**config.mk**
```make
export PLATFORM = sky130hd
export DESIGN_NAME = tmu_top
export DESIGN_NICKNAME = d
export VERILOG_FILES = /design/src/hw/tmu_pkg.sv /design/src/hw/tmu_if.sv /design/src/hw/tmu_tickgen.sv /design/src/hw/tmu_top.sv
export VERILOG_INCLUDE_DIRS = /design/src /design/src/hw
export SDC_FILE = /design/constraint.sdc
export NUM_CORES = 1
export LEC_CHECK = 0
export BUFFER_PORTS_ARGS = -buffer_cell sky130_fd_sc_hd__buf_4
export CORE_UTILIZATION = 36
export DETAILED_ROUTE_END_ITERATION = 7
export PLACE_DENSITY = 0.48
export SLEW_MARGIN = 15
export SYNTH_ARGS = -nofsm -noshare
export SYNTH_HDL_FRONTEND = slang
export SYNTH_SLANG_ARGS = --single-unit
```
**constraint.sdc**
```tcl
create_clock -name REF_CLK_I -period 4 [get_ports REF_CLK_I]
set_input_delay 0.4 -clock REF_CLK_I [delete_from_list [all_inputs] [get_ports REF_CLK_I]]
set_output_delay 0.4 -clock REF_CLK_I [all_outputs]
set_load 0.02 [all_outputs]
```
**src/hw/tmu_map.svh**
```systemverilog
// register offsets, field positions, reset values and timing counts
`ifndef TMU_MAP_SVH
`define TMU_MAP_SVH
`define TMU_CTRL0_OFS 12'h000
`define TMU_CTRL1_OFS 12'h004
`define TMU_CTRL2_OFS 12'h008
`define TMU_CTRL3_OFS 12'h00C
`define TMU_MATCH0_OFS 12'h010
`define TMU_MATCH1_OFS 12'h014
`define TMU_MATCH2_OFS 12'h018
`define TMU_MATCH3_OFS 12'h01C
`define TMU_COUNT0_OFS 12'h020
`define TMU_COUNT1_OFS 12'h024
`define TMU_COUNT2_OFS 12'h028
`define TMU_COUNT3_OFS 12'h02C
`define TMU_STATUS_OFS 12'h030
`define TMU_MASK_OFS 12'h034
`define TMU_WDCTRL_OFS 12'h038
`define TMU_WDFEED_OFS 12'h03C
`define TMU_WDCOUNT_OFS 12'h040
`define TMU_CLKSEL_OFS 12'h044
// control fields
`define TMU_CTRL_EN_BIT 0
`define TMU_CTRL_FREE_BIT 1
`define TMU_CTRL_CHAIN_BIT 2
`define TMU_WD_EN_BIT 0
`define TMU_WD_FEED_KEY 32'h0000A5A5
// reset values
`define TMU_MASK_RST 4'h0
`define TMU_WD_LIMIT_RST 10'h3FF
`define TMU_WD_IRQ_RST 10'h300
`define TMU_CLKSEL_RST 2'h0
// timing: slow oscillator in Hz, tick in ms, system clock in Hz
`define TMU_SLOW_HZ 365000
`define TMU_SYS_HZ 20000000
`define TMU_TICK_MS 10
`define TMU_TICK_CYC (`TMU_SYS_HZ / 1000 * `TMU_TICK_MS)
`define TMU_SLOW_DIV_T 2
`define TMU_SLOW_DIV_W 128
`endif

```
**src/hw/tmu_pkg.sv**
```systemverilog
// types for the timer and watchdog unit
package tmu_pkg;
   typedef enum logic [1:0] {
      TMU_BUS_IDLE,
      TMU_BUS_DATA
   } tmu_bus_state_t;
   typedef logic [31:0] tmu_word_t;
endpackage

```
**src/hw/tmu_if.sv**
```systemverilog
// carrier between the unit and its tick generator
`timescale 1ns/1ns
interface tmu_tick_if;
   logic slow_edge;
   logic [1:0] clk_sel;
   logic t_tick;
   logic w_tick;
   logic sys_tick;
   modport gen (input slow_edge, input clk_sel, output t_tick,
                output w_tick, output sys_tick);
   modport use_side (output slow_edge, output clk_sel, input t_tick,
                     input w_tick, input sys_tick);
endinterface

```
**src/hw/tmu_tickgen.sv**
```systemverilog
// prescalers for the slow timers, watchdog and tick
`timescale 1ns/1ns
`include "tmu_map.svh"
module tmu_tickgen
   import tmu_pkg::*;
(
   input wire logic clk_i,  // system clock
   input wire logic rstn_i, // sync reset, low
   input wire logic ce_i,   // clock enable
   tmu_tick_if.gen tk       // tick carrier
);
   logic [6:0] slow_cnt;
   logic [17:0] tick_cnt;
   localparam logic [17:0] TICK_LAST = 18'(`TMU_TICK_CYC - 1);

   // slow clock divided by two and by 128
   always_ff @(posedge clk_i) begin
      if (!rstn_i) begin
         slow_cnt <= 7'h00;
      end else if (ce_i && tk.slow_edge) begin
         slow_cnt <= slow_cnt + 7'h01;
      end
   end
   assign tk.t_tick = ce_i && tk.slow_edge && slow_cnt[0];
   assign tk.w_tick = ce_i && tk.slow_edge && (slow_cnt == 7'h7F);

   // periodic tick exception every 10 ms at 20 MHz
   always_ff @(posedge clk_i) begin
      if (!rstn_i) begin
         tick_cnt <= 18'h00000;
      end else if (ce_i) begin
         tick_cnt <= (tick_cnt == TICK_LAST) ? 18'h00000 : tick_cnt + 18'h1;
      end
   end
   assign tk.sys_tick = ce_i && (tick_cnt == TICK_LAST);
endmodule

```
**src/hw/tmu_top.sv**
```systemverilog
// four timers, watchdog and AHB-Lite register slave
`timescale 1ns/1ns
`include "tmu_map.svh"
module tmu_top
   import tmu_pkg::*;
(
   input wire logic REF_CLK_I,      // system clock, 20 MHz
   input wire logic RSTN_I,         // sync reset, active low
   input wire logic CE_I,           // clock enable
   input wire logic SLOW_CLK_I,     // slow oscillator pin
   input wire logic HSEL_I,         // slave select
   input wire logic [31:0] HADDR_I, // address
   input wire logic [1:0] HTRANS_I, // transfer type
   input wire logic HWRITE_I,       // write
   input wire logic [2:0] HSIZE_I,  // size
   input wire logic HREADY_I,       // bus ready
   input wire logic [31:0] HWDATA_I, // write data
   output logic [31:0] HRDATA_O,    // read data
   output logic HREADYOUT_O,        // slave ready
   output logic HRESP_O,            // response
   output logic TIMER_OUT_O,        // shared timer line
   output logic TIMER_IRQ_O,        // timer interrupt
   output logic WD_NMI_O,           // watchdog to nmi
   output logic WD_RESET_O,         // system reset request
   output logic SYS_TICK_O          // periodic tick pulse
);
   tmu_tick_if tk ();
   tmu_bus_state_t bus_state;
   logic [2:0] slow_sync;
   logic [11:0] b_addr;
   logic b_write;
   logic [2:0] ctrl [4];
   tmu_word_t match [4];
   tmu_word_t count [4];
   logic [3:0] running;
   logic [3:0] flag;
   logic [3:0] mask;
   logic [3:0] hit;
   logic [3:0] step;
   logic [3:0] next_clr;
   logic [1:0] clk_sel;
   logic [1:0] fast_div;
   logic fast_tick;
   logic wd_en;
   logic [9:0] wd_cnt;
   logic [9:0] wd_limit;
   logic [9:0] wd_irq_at;
   logic wd_nmi;
   logic wd_feed;
   logic wr;
   logic [31:0] next_rdata;

   // slow oscillator pin through three flops, edge from stages two and three
   always_ff @(posedge REF_CLK_I) begin
      if (!RSTN_I) begin
         slow_sync <= 3'h0;
      end else if (CE_I) begin
         slow_sync <= {slow_sync[1:0], SLOW_CLK_I};
      end
   end
   assign tk.slow_edge = slow_sync[1] && !slow_sync[2];
   assign tk.clk_sel = clk_sel;

   tmu_tickgen u_tick (
      .clk_i(REF_CLK_I),
      .rstn_i(RSTN_I),
      .ce_i(CE_I),
      .tk(tk)
   );

   // fast timer tick follows the selected system clock rate
   always_ff @(posedge REF_CLK_I) begin
      if (!RSTN_I) begin
         fast_div <= 2'h0;
      end else if (CE_I) begin
         fast_div <= fast_div + 2'h1;
      end
   end
   assign fast_tick = CE_I && ((clk_sel == 2'h1) ? fast_div[0] :
                      (clk_sel == 2'h2) ? (fast_div == 2'h3) : 1'b1);

   // address phase capture and data phase tracking
   always_ff @(posedge REF_CLK_I) begin
      if (!RSTN_I) begin
         bus_state <= TMU_BUS_IDLE;
         b_addr <= 12'h000;
         b_write <= 1'b0;
      end else if (CE_I) begin
         if (HREADY_I && HSEL_I && HTRANS_I[1]) begin
            bus_state <= TMU_BUS_DATA;
            b_addr <= HADDR_I[11:0];
            b_write <= HWRITE_I;
         end else if (HREADY_I) begin
            bus_state <= TMU_BUS_IDLE;
         end
      end
   end
   assign HREADYOUT_O = 1'b1;
   assign HRESP_O = 1'b0;
   assign wr = CE_I && (bus_state == TMU_BUS_DATA) && b_write;

   // match detection and count steps per timer
   always_comb begin
      for (int i = 0; i < 4; i++) begin
         hit[i] = running[i] && (count[i] == match[i]);
      end
      step[0] = tk.t_tick;
      step[1] = ctrl[1][`TMU_CTRL_CHAIN_BIT] ? (hit[0] && step[0])
                : tk.t_tick;
      step[2] = fast_tick;
      step[3] = fast_tick;
   end

   // timer control and match registers
   always_ff @(posedge REF_CLK_I) begin
      if (!RSTN_I) begin
         for (int i = 0; i < 4; i++) begin
            ctrl[i] <= 3'h0;
            match[i] <= 32'h00000000;
         end
         mask <= `TMU_MASK_RST;
         clk_sel <= `TMU_CLKSEL_RST;
      end else if (wr) begin
         if (b_addr == `TMU_CTRL0_OFS) begin
            ctrl[0] <= {1'b0, HWDATA_I[1:0]};
         end else if (b_addr == `TMU_CTRL1_OFS) begin
            ctrl[1] <= HWDATA_I[2:0];
         end else if (b_addr == `TMU_CTRL2_OFS) begin
            ctrl[2] <= {1'b0, HWDATA_I[1:0]};
         end else if (b_addr == `TMU_CTRL3_OFS) begin
            ctrl[3] <= {1'b0, HWDATA_I[1:0]};
         end else if (b_addr == `TMU_MATCH0_OFS) begin
            match[0] <= {20'h00000, HWDATA_I[11:0]};
         end else if (b_addr == `TMU_MATCH1_OFS) begin
            match[1] <= {20'h00000, HWDATA_I[11:0]};
         end else if (b_addr == `TMU_MATCH2_OFS) begin
            match[2] <= HWDATA_I;
         end else if (b_addr == `TMU_MATCH3_OFS) begin
            match[3] <= HWDATA_I;
         end else if (b_addr == `TMU_MASK_OFS) begin
            mask <= HWDATA_I[3:0];
         end else if (b_addr == `TMU_CLKSEL_OFS) begin
            clk_sel <= HWDATA_I[1:0];
         end
      end
   end

   // counters: start on enable write, stop or restart at match
   always_ff @(posedge REF_CLK_I) begin
      if (!RSTN_I) begin
         for (int i = 0; i < 4; i++) begin
            count[i] <= 32'h00000000;
         end
         running <= 4'h0;
      end else if (CE_I) begin
         for (int i = 0; i < 4; i++) begin
            if (wr && b_addr == (`TMU_CTRL0_OFS + 12'(4 * i))) begin
               running[i] <= HWDATA_I[`TMU_CTRL_EN_BIT];
               count[i] <= 32'h00000000;
            end else if (running[i] && step[i]) begin
               if (hit[i]) begin
                  count[i] <= 32'h00000000;
                  running[i] <= ctrl[i][`TMU_CTRL_FREE_BIT];
               end else if (i < 2) begin
                  count[i] <= {20'h00000, count[i][11:0] + 12'h001};
               end else begin
                  count[i] <= count[i] + 32'h00000001;
               end
            end
         end
      end
   end

   // time-out flags, set wins over a software clear
   always_comb begin
      next_clr = (wr && b_addr == `TMU_STATUS_OFS) ? HWDATA_I[3:0] : 4'h0;
   end
   always_ff @(posedge REF_CLK_I) begin
      if (!RSTN_I) begin
         flag <= 4'h0;
      end else if (CE_I) begin
         flag <= (flag & ~next_clr) | (hit & step);
      end
   end

   // watchdog enable, feed and count on the slow clock over 128
   assign wd_feed = wr && b_addr == `TMU_WDFEED_OFS &&
                    HWDATA_I == `TMU_WD_FEED_KEY;
   always_ff @(posedge REF_CLK_I) begin
      if (!RSTN_I) begin
         wd_en <= 1'b0;
         wd_cnt <= 10'h000;
         wd_limit <= `TMU_WD_LIMIT_RST;
         wd_irq_at <= `TMU_WD_IRQ_RST;
         wd_nmi <= 1'b0;
      end else if (CE_I) begin
         if (WD_RESET_O) begin
            wd_en <= 1'b0;
            wd_cnt <= 10'h000;
            wd_nmi <= 1'b0;
         end else if (wr && b_addr == `TMU_WDCTRL_OFS) begin
            wd_en <= HWDATA_I[`TMU_WD_EN_BIT];
            wd_limit <= HWDATA_I[25:16];
            wd_irq_at <= HWDATA_I[13:4];
            wd_cnt <= 10'h000;
         end else if (wd_feed) begin
            wd_cnt <= 10'h000;
            wd_nmi <= 1'b0;
         end else if (wd_en && tk.w_tick) begin
            wd_cnt <= wd_cnt + 10'h001;
            if (wd_cnt + 10'h001 == wd_irq_at) begin
               wd_nmi <= 1'b1;
            end
         end
      end
   end

   // watchdog reset pulse once the limit is reached
   always_ff @(posedge REF_CLK_I) begin
      if (!RSTN_I) begin
         WD_RESET_O <= 1'b0;
      end else if (CE_I) begin
         WD_RESET_O <= wd_en && !WD_RESET_O && wd_cnt == wd_limit &&
                       !wd_feed;
      end
   end

   // output lines
   always_ff @(posedge REF_CLK_I) begin
      if (!RSTN_I) begin
         TIMER_OUT_O <= 1'b0;
         TIMER_IRQ_O <= 1'b0;
         WD_NMI_O <= 1'b0;
         SYS_TICK_O <= 1'b0;
      end else if (CE_I) begin
         TIMER_OUT_O <= |(hit & step);
         TIMER_IRQ_O <= |(flag & mask);
         WD_NMI_O <= wd_nmi;
         SYS_TICK_O <= tk.sys_tick;
      end
   end

   // read mux
   always_comb begin
      next_rdata = 32'h00000000;
      if (b_addr[11:4] == 8'h00) begin
         next_rdata = {29'h00000000, ctrl[b_addr[3:2]]};
      end else if (b_addr[11:4] == 8'h01) begin
         next_rdata = match[b_addr[3:2]];
      end else if (b_addr[11:4] == 8'h02) begin
         next_rdata = count[b_addr[3:2]];
      end else if (b_addr == `TMU_STATUS_OFS) begin
         next_rdata = {28'h0000000, flag};
      end else if (b_addr == `TMU_MASK_OFS) begin
         next_rdata = {28'h0000000, mask};
      end else if (b_addr == `TMU_WDCTRL_OFS) begin
         next_rdata = {6'h00, wd_limit, 2'h0, wd_irq_at, 3'h0, wd_en};
      end else if (b_addr == `TMU_WDCOUNT_OFS) begin
         next_rdata = {22'h000000, wd_cnt};
      end else if (b_addr == `TMU_CLKSEL_OFS) begin
         next_rdata = {30'h00000000, clk_sel};
      end
   end
   assign HRDATA_O = (bus_state == TMU_BUS_DATA && !b_write) ?
                     next_rdata : 32'h00000000;
endmodule

```
==> flow_summary_export.csv <==
group,metric,value,unit
sta,slew_viol_final,0,
global_route,grt_pass1_vias,11600,
drt,first_pass_iters,5,
clock_network,cts_sinks,282,
drt,antenna_left,0,
die,dieWidth,210.3,µm
logic_synthesis,synth_top_family_by_area,"simple AND/OR/NAND/NOR gates",
clock_network,cts_htree_levels,2,
sta,final_hold_viol_count,0,
drt,num_vias,12240,
sta,finalCritPeriodShare,0.9697,
die,dieHeight,210.3,µm
placed_design,place_ws,0.6075,ns
drt,drc,0,
placed_design,io_buffers,88,
sta,fmax,257.8,MHz
logic_synthesis,ys_seq_area_frac,0.4801,
hold_path,hold_class,"in -> reg",
global_route,grt_first_pass_wirelength,77040,µm
pwr,p_int,5.096,mW
final_layout,drive_gt1_frac,0.1434,
logic_synthesis,yosys.area_share.simple,0.2235,
sta,timing.final.ws_setup,0.1212,ns
logic_synthesis,syn-cell-area,15610,µm²
clock_network,path_clk_slew,0.06,ns
placed_design,gp_congestion,0.9261,
drt,via_per_inst,5.522,
critical_path,cp.arrival,3.48,ns
pwr,peakVddDrop,0.0002832,V
global_route,grt_busiest_layer,"met2",
logic_synthesis,yosys_register_bits,282,
pwr,seq_power_share,0.489,
global_route,overflow,0,
clock_network,tritoncts,"done",
final_layout,mostFrequentLayoutCell,"edfxtp_1",
global_route,grtUsageMet3,0.03576,
logic_synthesis,synth_flop_cell,"edfxtp_1",
sta,worst_slew_pin_slew,0.8835,ns
sta,fin_crit,3.879,ns
critical_path,required,3.60,ns
critical_path,cp-start-kind,"register",
die,ios,115,
final_layout,num-nets-final,1698,
run_status,status,"finished clean",
logic_synthesis,synthXorXnorAreaFrac,0.1200,
final_layout,mostFrequentLayoutCells,"185 x edfxtp_1, 181 x nor2_1, 148 x nand2_1, 127 x xnor2_1, 119 x buf_4",
pwr,leakage,6.118,nW
logic_synthesis,muxShareOfSynthArea,0.07652,
critical_path,cp_max_fo,20,
sta,finalSetupViolCount,0,
final_layout,antenna_cells,0,
logic_synthesis,synth_fa_ha_area_frac,0.006410,
logic_synthesis,ys_async_sr_fraction,0,
pwr,combinationalPowerShare,0.060,
logic_synthesis,synthesis.nets,1636,
final_layout,fillers,4160,
sta,rsz0062_at_grt,"false",
logic_synthesis,ys_warn_count,0,
pwr,clock_power_share,0.452,
clock_network,clock_path_buffers,3,
sta,tns,0,ns
placed_design,post-place-cells,2154,
drt,wl,51740,µm
final_layout,finalNonFillerCells,2216,
final_layout,area_growth,14.69,%
global_route,use_met1,0.3473,
logic_synthesis,syn-instance-count,1552,
placed_design,dp_hpwl,38380,µm
global_route,met2_usage,0.3590,
logic_synthesis,synth_compound_gate_area_share,0.06298,
logic_synthesis,avgSynthCellArea,10.06,µm²
job,cap_violations,0,
die,initial_core_util,0.3690,
logic_synthesis,yosys.cell_types.count,62,
global_route,grt_max_degree,36,
pwr,sw_frac_of_total,0.2425,
die,rows,75,
pwr,power_density,375.7,nW/µm²
critical_path,crit_type,"reg -> out",
pwr,switchingPower,1.631,mW
global_route,grt_use_total,0.2362,
drt,wl_per_cell,23.35,µm
clock_network,cts_root_buffer,"clkbuf_16",
drt,drt_iter0_markers,1310,
die,fp.dieArea,44210,µm²
global_route,grt_antenna_before_repair,1,
logic_synthesis,synth_edf_count,185,
sta,clock_skew,0.03060,ns
clock_network,cts_buffers,35,
sta,slew_headroom,0.4056,
clock_network,clock_latency,0.55,ns
die,coreArea,42320,µm²
critical_path,critPathCaptureType,"output pin",
==> layer usage <==
metal | vias to the layer above | wire (µm) | part of all wire
met1 | 6061 | 24210 | 0.47
met3 | 65 | 3627 | 0.070
met4 | 0 | 1090 | 0.021
li1 | 5655 | - | -
met5 | - | 0 | 0
met2 | 455 | 22810 | 0.44
==> synthesized netlist by cell type (all sizes together), types with 21 or more instances <==
cell type  instances  area [µm²]
nor2             188       723.2
edfxtp           185        5555
nand2            148       555.5
xnor2            127        1112
dfxtp             97        1942
and2              89       556.8
xor2              87       762.0
nand3             85       425.4
clkbuf            62       236.5
a21oi             58       290.3
nand4             51       319.1
mux2i             35       350.3
nor3              34       181.4
buf               32       167.7
mux4              26       585.6
and3              24       150.1
mux2              23       259.0
nor4              21       143.9
==> final cells by class <==
cell class / count / area (µm²) / share of cell area
inverter: 17 / 63.81 / 0.003563
tap: 577 / 721.9 / 0.04031
clock inverter: 14 / 100.1 / 0.005589
multi-input combinational: 1159 / 7660 / 0.4277
clock buffer: 48 / 967.2 / 0.05401
timing repair buffer: 119 / 893.4 / 0.04988
sequential: 282 / 7502 / 0.4189
==> cells by family after synthesis <==
| kind of cell | after synthesis |
|---|---|
| other cells | 2 |
| buf+inv | 111 |
| compound gates | 152 |
| xor+xnor | 214 |
| mux | 84 |
| fa+ha+maj | 8 |
| flops | 282 |
| simple gates | 699 |
==> registers in the layout, summed over array words and instances, names as in the netlist, 2 cells and up, named ones only <==
| name | cells |
|---|---|
| slow_sync | 3 |
| u_tick.slow_cnt | 7 |
| fast_div | 2 |
| b_addr | 12 |
| ctrl | 9 |
| mask | 4 |
| running | 4 |
| match | 88 |
| wd_limit | 10 |
| clk_sel | 2 |
| count | 88 |
| wd_irq_at | 10 |
| u_tick.tick_cnt | 18 |
| wd_cnt | 10 |
| flag | 4 |
==> worst paths after layout <==
kind | from | end | slack [ns] | depth (start not counted)
setup / recovery | b_addr[11] | HRDATA_O[4] | 0.12 | 8
hold / removal | SLOW_CLK_I | slow_sync[0] | 0.09 | 3
hold reg to reg | b_addr[7] | b_addr[7] | 0.45 | 2
setup reg to reg | b_addr[11] | count[2][28] | 0.86 | 6
==> through the flow <==
stage	instance area, µm²	hold WS, ns	util	power [mW]
after CTS	17900	0.06444	0.4230	6.781
after global routing	17910	0.08041	0.4231	6.929
final	17910	0.08520	0.4231	6.727
after floorplan	15620	0.4308	-	3.537
after detailed placement	16840	0.4442	0.3978	3.744
after global placement	16840	0.4452	0.3978	3.743
==> timing repair <==
item,4_1_cts,5_1_grt
buffers inserted,0,0
resized for setup,0,1
endpoints found under the setup margin,0,8
hold buffers,0,0
==> power by group through the flow <==
| stage | Sequential, mW | Combinational, mW | Clock (mW) |
|---|---|---|---|
| 5_1_grt | 3.30 | 0.428 | 3.20 |
| 3_3_place_gp | 3.35 | 0.395 | 0 |
| 6_report | 3.29 | 0.401 | 3.04 |
| 4_1_cts | 3.29 | 0.397 | 3.10 |
| 3_5_place_dp | 3.35 | 0.395 | 0 |
| 2_1_floorplan | 3.29 | 0.248 | 0 |
==> worst max-delay path, stage by stage (launching register included) <==
cell and delay (ns):
dfxtp_1 0.30, or4_1 0.67, or3_4 0.47, nor2_2 0.23
and2_1 0.17, buf_4 0.28, a222oi_1 0.16, a21oi_1 0.40
buf_4 0.22
(Power assumes the default switching activity.)
